### src/pkg/rscl_pkg.sv
// constants shared by the strap and serial-rom configuration loader
package rscl_pkg;
   // clock and serial clock timing
   localparam int CLK_PERIOD_NS = 40;
   localparam int SK_HALF_NS = 1000; // least half period of the serial clock
   localparam int SK_HALF_CYC = (SK_HALF_NS + CLK_PERIOD_NS - 1) / CLK_PERIOD_NS;
   localparam int DIV_W = $clog2(SK_HALF_CYC + 1);
   // serial read command framing
   localparam int ROM_ADDR_W = 6;
   localparam int CMD_BITS = 3 + ROM_ADDR_W;
   localparam logic [2:0] READ_CMD = 3'h6; // start bit then read opcode
   localparam int FIRST_SAMPLE = CMD_BITS + 1; // dummy zero precedes data
   localparam int LAST_RISE = FIRST_SAMPLE + 15;
   localparam int BIT_CNT_W = 5;
   // id-prom image
   localparam int PROM_WORDS = 16;
   localparam int PROM_IDX_W = $clog2(PROM_WORDS);
   // pin usage
   localparam int THIN_BIT = 7; // bit of configuration register a
   localparam logic [7:0] EE_LOW_OE = 8'h06; // serial in and serial clock driven
   localparam logic [7:0] ALL_OFF = 8'h00;
   localparam logic [7:0] ALL_ON = 8'hFF;
   localparam logic [7:0] CFG_CLEAR = 8'h00;
endpackage : rscl_pkg

### src/pkg/rscl_ee_if.sv
// signals between the core and the serial rom reader
interface rscl_ee_if;
   logic start;
   logic busy;
   logic sk;
   logic si;
   logic so_in;
   logic cs;
   logic wr_en;
   logic [rscl_pkg::PROM_IDX_W-1:0] wr_idx;
   logic [15:0] wr_data;
   modport rdr (input start, input so_in, output busy, output sk, output si, output cs,
      output wr_en, output wr_idx, output wr_data);
   modport core (output start, output so_in, input busy, input sk, input si, input cs,
      input wr_en, input wr_idx, input wr_data);
endinterface : rscl_ee_if

### src/rtl/rscl_ee_reader.sv
// serial rom reader: one read command per word, words written to the prom image
module rscl_ee_reader #(
   parameter int WORDS = rscl_pkg::PROM_WORDS
) (
   // clock and reset
   input wire logic mclk,
   input wire logic resetn,
   // core side
   rscl_ee_if.rdr ee
);
   typedef enum logic [2:0] {RSCL_IDLE, RSCL_SEL, RSCL_SHIFT, RSCL_DESEL} rscl_st_t;

   rscl_st_t st_r;
   logic [rscl_pkg::DIV_W-1:0] div_r;
   logic [rscl_pkg::BIT_CNT_W-1:0] bit_r;
   logic [rscl_pkg::PROM_IDX_W-1:0] idx_r;
   logic [15:0] shift_r;
   logic sk_r;
   logic si_r;
   logic cs_r;
   logic wr_r;
   logic tick;
   logic last_word;

   // command bit for a given rise count, msb first
   function automatic logic cmd_bit(input logic [rscl_pkg::PROM_IDX_W-1:0] idx,
      input logic [rscl_pkg::BIT_CNT_W-1:0] n);
      logic [rscl_pkg::CMD_BITS-1:0] cmd;
      cmd = {rscl_pkg::READ_CMD, rscl_pkg::ROM_ADDR_W'(idx)};
      cmd_bit = (n < rscl_pkg::BIT_CNT_W'(rscl_pkg::CMD_BITS)) ?
         cmd[rscl_pkg::CMD_BITS - 1 - int'(n)] : 1'b0;
   endfunction

   // half-period enable and decodes
   assign tick = (div_r == rscl_pkg::DIV_W'(rscl_pkg::SK_HALF_CYC - 1));
   assign last_word = (idx_r == rscl_pkg::PROM_IDX_W'(WORDS - 1));
   assign ee.busy = (st_r != RSCL_IDLE);
   assign ee.sk = sk_r;
   assign ee.si = si_r;
   assign ee.cs = cs_r;
   assign ee.wr_en = wr_r;
   assign ee.wr_idx = idx_r;
   assign ee.wr_data = shift_r;

   // serial clock divider, runs only while busy
   always_ff @(posedge mclk or negedge resetn) begin
      if (!resetn) div_r <= '0;
      else if (st_r == RSCL_IDLE || tick) div_r <= '0;
      else div_r <= div_r + 1'b1;
   end

   // read sequencer: data changes with clock low, sampled before each rise
   always_ff @(posedge mclk or negedge resetn) begin
      if (!resetn) begin
         st_r <= RSCL_IDLE;
         bit_r <= '0;
         idx_r <= '0;
         shift_r <= '0;
         sk_r <= 1'b0;
         si_r <= 1'b0;
         cs_r <= 1'b0;
         wr_r <= 1'b0;
      end else begin
         wr_r <= 1'b0;
         case (st_r)
            RSCL_IDLE: begin
               if (ee.start) begin
                  st_r <= RSCL_SEL;
                  idx_r <= '0;
               end
            end
            RSCL_SEL: begin
               // step to the next word once the previous one has been written
               if (wr_r) idx_r <= idx_r + 1'b1;
               if (tick) begin
                  cs_r <= 1'b1;
                  bit_r <= '0;
                  si_r <= cmd_bit(idx_r, '0);
                  st_r <= RSCL_SHIFT;
               end
            end
            RSCL_SHIFT: begin
               if (tick && !sk_r) begin
                  sk_r <= 1'b1;
                  if (bit_r >= rscl_pkg::BIT_CNT_W'(rscl_pkg::FIRST_SAMPLE))
                     shift_r <= {shift_r[14:0], ee.so_in};
               end else if (tick) begin
                  sk_r <= 1'b0;
                  bit_r <= bit_r + 1'b1;
                  si_r <= cmd_bit(idx_r, bit_r + 1'b1);
                  if (bit_r == rscl_pkg::BIT_CNT_W'(rscl_pkg::LAST_RISE))
                     st_r <= RSCL_DESEL;
               end
            end
            RSCL_DESEL: begin
               if (tick) begin
                  cs_r <= 1'b0;
                  si_r <= 1'b0;
                  wr_r <= 1'b1;
                  st_r <= last_word ? RSCL_IDLE : RSCL_SEL;
               end
            end
            default: st_r <= RSCL_IDLE;
         endcase
      end
   end
endmodule // rscl_ee_reader

### src/rtl/rscl_top.sv
// reset strap capture and serial rom configuration loader
module rscl_top #(
   parameter int WORDS = rscl_pkg::PROM_WORDS
) (
   // clock and reset
   input wire logic mclk,
   input wire logic resetn,
   // low memory data pins, also register a straps and serial rom pins
   input wire logic [7:0] mem_support_data_low_in,
   output logic [7:0] mem_support_data_low_out,
   output logic [7:0] mem_support_data_low_oe,
   // high memory data pins, also register b straps
   input wire logic [7:0] mem_support_data_high_in,
   output logic [7:0] mem_support_data_high_out,
   output logic [7:0] mem_support_data_high_oe,
   // memory address pins one to eight, also register c straps
   input wire logic [8:1] mem_support_addr_low_in,
   output logic [8:1] mem_support_addr_low_out,
   output logic [8:1] mem_support_addr_low_oe,
   // serial rom select and load strap
   output logic rom_select,
   input wire logic load_from_serial_rom_pin,
   // media indicator
   output logic thin_cable,
   // memory access from the controller core
   input wire logic mem_req,
   input wire logic mem_write,
   input wire logic [8:1] mem_addr,
   input wire logic [15:0] mem_wdata,
   output logic mem_ready,
   output logic [15:0] mem_rdata,
   // configuration and prom image read port
   output logic [7:0] cfg_a,
   output logic [7:0] cfg_b,
   output logic [7:0] cfg_c,
   output logic cfg_loading,
   input wire logic prom_rd_en,
   input wire logic [rscl_pkg::PROM_IDX_W-1:0] prom_rd_idx,
   output logic [15:0] prom_rd_data
);
   logic [7:0] cfg_a_r;
   logic [7:0] cfg_b_r;
   logic [7:0] cfg_c_r;
   logic released_r;
   logic drive_r;
   logic [15:0] wdata_r;
   logic [8:1] addr_r;
   logic [15:0] rdata_r;
   logic [15:0] prom_data_r;
   logic [15:0] prom_mem [WORDS];
   logic load_start;
   logic loading;
   logic user_ok;
   logic [7:0] low_oe_user;
   logic [7:0] low_out_ee;

   rscl_ee_if ee ();

   rscl_ee_reader #(
      .WORDS(WORDS)
   ) u_reader (
      .mclk(mclk),
      .resetn(resetn),
      .ee(ee.rdr)
   );

   // strap capture: no async reset so the flops can sample while reset is low
   always_ff @(posedge mclk) begin
      if (!resetn) begin
         cfg_a_r <= mem_support_data_low_in;
         cfg_b_r <= mem_support_data_high_in;
         cfg_c_r <= mem_support_addr_low_in;
      end
   end

   // marks the first edge after reset release
   always_ff @(posedge mclk or negedge resetn) begin
      if (!resetn) released_r <= 1'b0;
      else released_r <= 1'b1;
   end

   // load start and pin ownership decodes
   assign load_start = !released_r && load_from_serial_rom_pin;
   assign loading = ee.busy;
   assign user_ok = released_r && !loading;
   assign ee.start = load_start;
   assign ee.so_in = mem_support_data_low_in[0];
   assign low_out_ee = {5'h00, ee.sk, ee.si, 1'b0};
   assign low_oe_user = drive_r ? rscl_pkg::ALL_ON : rscl_pkg::ALL_OFF;

   // pin drivers: everything floats until release so straps are undisturbed
   assign mem_support_data_low_out = loading ? low_out_ee : wdata_r[7:0];
   assign mem_support_data_low_oe = !released_r ? rscl_pkg::ALL_OFF :
      (loading ? rscl_pkg::EE_LOW_OE : low_oe_user);
   assign mem_support_data_high_out = wdata_r[15:8];
   assign mem_support_data_high_oe = (released_r && !loading) ? low_oe_user :
      rscl_pkg::ALL_OFF;
   assign mem_support_addr_low_out = addr_r;
   assign mem_support_addr_low_oe = released_r ? rscl_pkg::ALL_ON : rscl_pkg::ALL_OFF;
   assign rom_select = ee.cs;

   // status and configuration outputs
   assign thin_cable = cfg_a_r[rscl_pkg::THIN_BIT];
   assign cfg_a = cfg_a_r;
   assign cfg_b = cfg_b_r;
   assign cfg_c = cfg_c_r;
   assign cfg_loading = loading;
   assign mem_ready = user_ok;
   assign mem_rdata = rdata_r;
   assign prom_rd_data = prom_data_r;

   // memory cycle registers: address, write data and drive direction
   always_ff @(posedge mclk or negedge resetn) begin
      if (!resetn) begin
         drive_r <= 1'b0;
         wdata_r <= '0;
         addr_r <= '0;
      end else begin
         drive_r <= user_ok && mem_req && mem_write;
         if (user_ok && mem_req) begin
            wdata_r <= mem_wdata;
            addr_r <= mem_addr;
         end
      end
   end

   // read data capture from both halves of the data bus
   always_ff @(posedge mclk or negedge resetn) begin
      if (!resetn) rdata_r <= '0;
      else if (user_ok && mem_req && !mem_write)
         rdata_r <= {mem_support_data_high_in, mem_support_data_low_in};
   end

   // prom image filled by the reader
   always_ff @(posedge mclk) begin
      if (ee.wr_en) prom_mem[ee.wr_idx] <= ee.wr_data;
   end

   // prom image read port
   always_ff @(posedge mclk or negedge resetn) begin
      if (!resetn) prom_data_r <= '0;
      else if (prom_rd_en) prom_data_r <= prom_mem[prom_rd_idx];
   end

   // checks
   thin_follow_a: assert property (@(posedge mclk) disable iff (!resetn)
      thin_cable == cfg_a[rscl_pkg::THIN_BIT])
      else $error("thin output differs from configuration");
   strap_a_cap_a: assert property (@(posedge mclk) disable iff (!resetn)
      !released_r |-> cfg_a == $past(mem_support_data_low_in))
      else $error("register a missed its straps");
   strap_b_cap_a: assert property (@(posedge mclk) disable iff (!resetn)
      !released_r |-> cfg_b == $past(mem_support_data_high_in))
      else $error("register b missed its straps");
   strap_c_cap_a: assert property (@(posedge mclk) disable iff (!resetn)
      !released_r |-> cfg_c == $past(mem_support_addr_low_in))
      else $error("register c missed its straps");
   strap_hold_a: assert property (@(posedge mclk) disable iff (!resetn)
      released_r |=> $stable(cfg_a) && $stable(cfg_b) && $stable(cfg_c))
      else $error("strap values changed after reset");
   float_reset_a: assert property (@(posedge mclk) disable iff (!resetn)
      !released_r |-> mem_support_data_low_oe == 8'h00 && mem_support_addr_low_oe == 8'h00)
      else $error("strap pins driven before release");
   load_go_a: assert property (@(posedge mclk) disable iff (!resetn)
      !released_r |=> cfg_loading == $past(load_from_serial_rom_pin))
      else $error("rom load start does not follow the strap");
   ee_pins_a: assert property (@(posedge mclk) disable iff (!resetn)
      cfg_loading |-> mem_support_data_low_oe == 8'h06 && !mem_ready)
      else $error("serial pins misassigned during load");
   prom_read_a: assert property (@(posedge mclk) disable iff (!resetn)
      prom_rd_en && !ee.wr_en |=> prom_rd_data == prom_mem[$past(prom_rd_idx)])
      else $error("prom image read wrong word");
   mem_write_a: assert property (@(posedge mclk) disable iff (!resetn)
      mem_ready && mem_req && mem_write |=> mem_support_data_high_oe == 8'hFF
         && mem_support_data_high_out == $past(mem_wdata[15:8]))
      else $error("high data lines not driven on write");
   addr_drive_a: assert property (@(posedge mclk) disable iff (!resetn)
      released_r |-> mem_support_addr_low_oe == 8'hFF)
      else $error("address lines undriven after release");

   load_seen_c: cover property (@(posedge mclk) disable iff (!resetn)
      $fell(cfg_loading));
   mem_write_c: cover property (@(posedge mclk) disable iff (!resetn)
      mem_ready && mem_req && mem_write);
   prom_read_c: cover property (@(posedge mclk) disable iff (!resetn)
      !cfg_loading && prom_rd_en);
endmodule // rscl_top

### config.mk
export PLATFORM = sky130hd
export DESIGN_NAME = rscl_top
export DESIGN_NICKNAME = d
export VERILOG_FILES = /design/src/pkg/rscl_pkg.sv /design/src/pkg/rscl_ee_if.sv /design/src/rtl/rscl_ee_reader.sv /design/src/rtl/rscl_top.sv
export SDC_FILE = /design/constraint.sdc
export NUM_CORES = 1
export LEC_CHECK = 0
export BUFFER_PORTS_ARGS = -buffer_cell sky130_fd_sc_hd__buf_2
export CAP_MARGIN = 20
export CORE_MARGIN = 2
export CORE_UTILIZATION = 24
export CTS_BUF_LIST = sky130_fd_sc_hd__clkbuf_16
export CTS_CLUSTER_SIZE = 25
export DETAILED_ROUTE_END_ITERATION = 10
export MAX_ROUTING_LAYER = met4
export PLACE_DENSITY = 0.41
export SYNTH_ARGS = -nofsm -noshare
export SYNTH_HDL_FRONTEND = slang
export SYNTH_SLANG_ARGS = --single-unit
### constraint.sdc
create_clock -name mclk -period 6.3 [get_ports mclk]
set_clock_uncertainty 0.15 [all_clocks]
set_input_delay 0.315 -clock mclk [delete_from_list [all_inputs] [get_ports mclk]]
set_output_delay 0.315 -clock mclk [all_outputs]
set_load 0.005 [all_outputs]
==> results.py <==
metrics = {
    "run_status": {
        "outcome": "complete, no violations",
    },
    "finish": {
        "fillers": 6312,
        "nNetsFinal": 1123,
        "drive_gt1_share_pct": 35.7,
        "syn2layout_area_growth_pct": 22.0,
        "final_cells": 1927,
        "seq_area_um2": 10800,
        "multi_input_area_um2": 3950,
        "antenna-diode-count": 0,
    },
    "power_and_ir_drop": {
        "netSwitchingPower_mw": 1.44,
        "p_leak_nw": 6.75,
        "swShare_pct": 24.6,
        "clkPwrFrac_pct": 37.3,
        "p_per_area_nw_per_um2": 314,
        "power_frac_seq_pct": 49.7,
        "p_int_mw": 4.41,
        "p_comb_share_pct": 13.0,
        "irDropWorstVdd_v": 0.000230,
    },
    "synthesis": {
        "yosys.cell_types.count": 57,
        "yosys_warnings": 0,
        "synth-edff-count": 280,
        "ys_top_cells_by_count": "edfxtp_1, dfrtp_1, mux2_2",
        "synth_nets": 921,
        "ys_ff_latch": 374,
        "synth_area_leaders": "edfxtp_1, dfrtp_1, mux4_2",
        "synth_cells": 848,
        "ys_seq_area_share_pct": 70.5,
        "ys_async_sr_fraction_pct": 25.1,
        "ys_dominant_reg_cell": "edfxtp_1",
        "synth_top_area_share_pct": 55.1,
        "avgSynthCellArea_um2": 18.0,
        "synth.most_common_cell": "edfxtp_1",
        "synth.largest_area_cell": "edfxtp_1",
        "netlist_area_um2": 15300,
    },
    "timing": {
        "worst_pin_slew_ps": 1080,
        "finalMaxSlewViolations": 0,
        "relSlewSlack_pct": 27.9,
        "hold_ws_ps": 109,
        "rsz0062_at_grt": "no",
        "fin_crit_sh_pct": 46.2,
        "setup_violations": 0,
        "fmax_mhz": 344,
        "hold_viol_final": 0,
        "tns_ps": 0,
        "min_period_ps": 2910,
    },
    "clock_network": {
        "clock_path_buffers": 3,
        "postCtsSetupBuffers": 0,
        "cts_tree": "built",
        "h-tree-depth": 2,
        "cts.sinks": 374,
        "postCtsResizedCells": 0,
        "cts_buffers": 42,
        "ctsHoldBuffers": 52,
        "cts_root_buf": "clkbuf_16",
        "clk_pin_slew_ps": 60,
        "worstSkewPairLatency_ps": 560,
    },
    "critical_path": {
        "critical_path_required_ps": 6570,
        "cp-end-kind": "flip-flop",
        "r2r_setup_slack_ps": 3390,
        "crit_arrival_ps": 3180,
        "start_kind": "flip-flop",
        "path_class": "flip-flop to flip-flop",
        "r2r-end": "mem_rdata[7]",
        "path_max_fanout": 23,
        "reg2reg_depth": 5,
        "rr_startpoint": "u_reader.st_r[0]",
    },
    "global_routing": {
        "antenna_found_initial": 1,
        "grt_max_degree": 45,
        "grt_usage_pct": 12.2,
        "gr-total-overflow": 0,
        "grt_pass1_wl_mm": 58.0,
        "grt_pass1_vias": 8751,
    },
    "die": {
        "die_area_um2": 65700,
        "std_cell_rows": 92,
        "die_w_um": 256,
        "core_um2": 63000,
        "ios": 166,
        "initial_core_util_pct": 24.3,
        "die_h_um": 256,
    },
    "run": {
        "maxCapViolations": 0,
    },
    "detailed_routing": {
        "totalWireLength_mm": 38.8,
        "drtAntennaViolNets": 0,
        "drtIter0Drc": 510,
        "drt_first_pass_iters": 5,
        "vias_per_cell": 4.31,
        "avgRoutedWirePerCell_um": 20.1,
        "drc": 0,
        "dr_total_vias": 8296,
    },
    "min_path": {
        "holdPathStages": 5,
        "hold_end": "u_reader.ee.wr_idx[2]",
        "hold_class": "input pin to flip-flop",
        "min_from": "load_from_serial_rom_pin",
    },
    "place": {
        "dp_cells": 1798,
        "gp_congestion": 0.714,
        "dp_hpwl_mm": 21.7,
        "portBuffers": 165,
    },
}
==> worst max-delay path by stage <==
| stage | startpoint | to | slack (ps) |
|---|---|---|---|
| floorplan | u_reader.bit_r[0] | u_reader.ee.si | 3810 |
| global placement | prom_rd_idx[0] | prom_rd_data[15] | 3080 |
| detailed placement | prom_rd_idx[0] | prom_rd_data[15] | 3170 |
| CTS | u_reader.st_r[1] | wdata_r[0] | 3260 |
| global route | u_reader.st_r[0] | mem_rdata[7] | 3040 |
| finish | u_reader.st_r[0] | mem_rdata[7] | 3390 |
==> flip-flops by register name (all words and copies together) (netlist names), 5 cells and up <==
register                  flops
cfg_c                         8
cfg_b                         8
mem_rdata                    16
prom_rd_data                 16
u_reader.bit_r                5
u_reader.div_r                5
mem_support_addr_low_out      8
wdata_r                      16
u_reader.ee.wr_data          16
prom_mem                    256
cfg_a                         8
==> per-layer routing <==
metal,share of wire (%),vias up,track usage [%]
met5,0,-,-
met4,1.9,0,3.27
met3,5.4,57,2.55
met2,45,234,18.0
met1,48,4331,17.0
li1,-,3674,-
==> kinds of logic (layout without fill, tap and decap cells) <==
kind of cell    Yosys count  count (layout)  synth area share, %
simple gates            102             102                 3.40
xor+xnor                  3               3                0.172
compound gates           86              86                 3.54
other cells               1               1               0.0246
buf+inv                 109             342                 4.29
mux                     158             158                 16.9
flops                   374             374                 70.5
fa+ha+maj                15              15                 1.23
==> through the flow <==
| stage | power, mW | utilization (%) | instance area (um2) | setup WS (ps) |
|---|---|---|---|---|
| CTS | 5.95 | 29.5 | 18600 | 3260 |
| detailed placement | 3.71 | 26.8 | 16900 | 3170 |
| global placement | 3.70 | 26.7 | 16800 | 3080 |
| finish | 5.85 | 29.6 | 18600 | 3390 |
| floorplan | 3.41 | - | 15300 | 3810 |
| global route | 6.16 | 29.6 | 18600 | 3040 |
==> critical path: stages (launching register included) <==
cell	delay (ps)
dfrtp_1	420
inv_1	100
ha_1	680
and2_1	280
nand3_1	620
mux2_2	530
==> power by group through the flow <==
stage	sequential (mW)	combinational (mW)	clock (mW)
after global placement	2.95	0.746	0
after CTS	2.91	0.778	2.27
after global routing	2.94	0.857	2.36
final	2.91	0.762	2.18
after floorplan	2.94	0.471	0
after detailed placement	2.96	0.751	0
==> layout make-up <==
cell class,instances,area share (%)
inverters,33,0.665
repair buffers,234,8.16
clock buffers,42,5.64
well taps,846,5.68
flip-flops and latches,374,57.8
clock inverters,33,0.847
multi-input cells,365,21.2
==> cell usage in the layout (no fill, tap or decap), types with 2 or more instances in the layout <==
cell type      instances
a22oi_1               18
nor3_2                 4
nor2_4                 9
edfxtp_1             280
nand4_1                4
dfrtp_1               94
a21oi_1               13
nor3b_1                3
nor3_1                 8
nor2_1                14
inv_1                 51
o21ai_0               22
nand3_1                9
a22o_1                 4
ha_1                  15
nor2_2                 3
and3_1                 4
dlygate4sd3_1         52
and3b_1                2
nand2_1               20
clkinv_2               4
buf_4                 16
mux4_1                18
o21ai_1               12
mux2_2                91
buf_2                163
a31oi_1                4
and4b_1                2
clkinv_1               9
xnor2_1                2
clkbuf_16             42
and2_1                 9
mux4_2                47
nand2b_1               6
(Power assumes the default switching activity.)
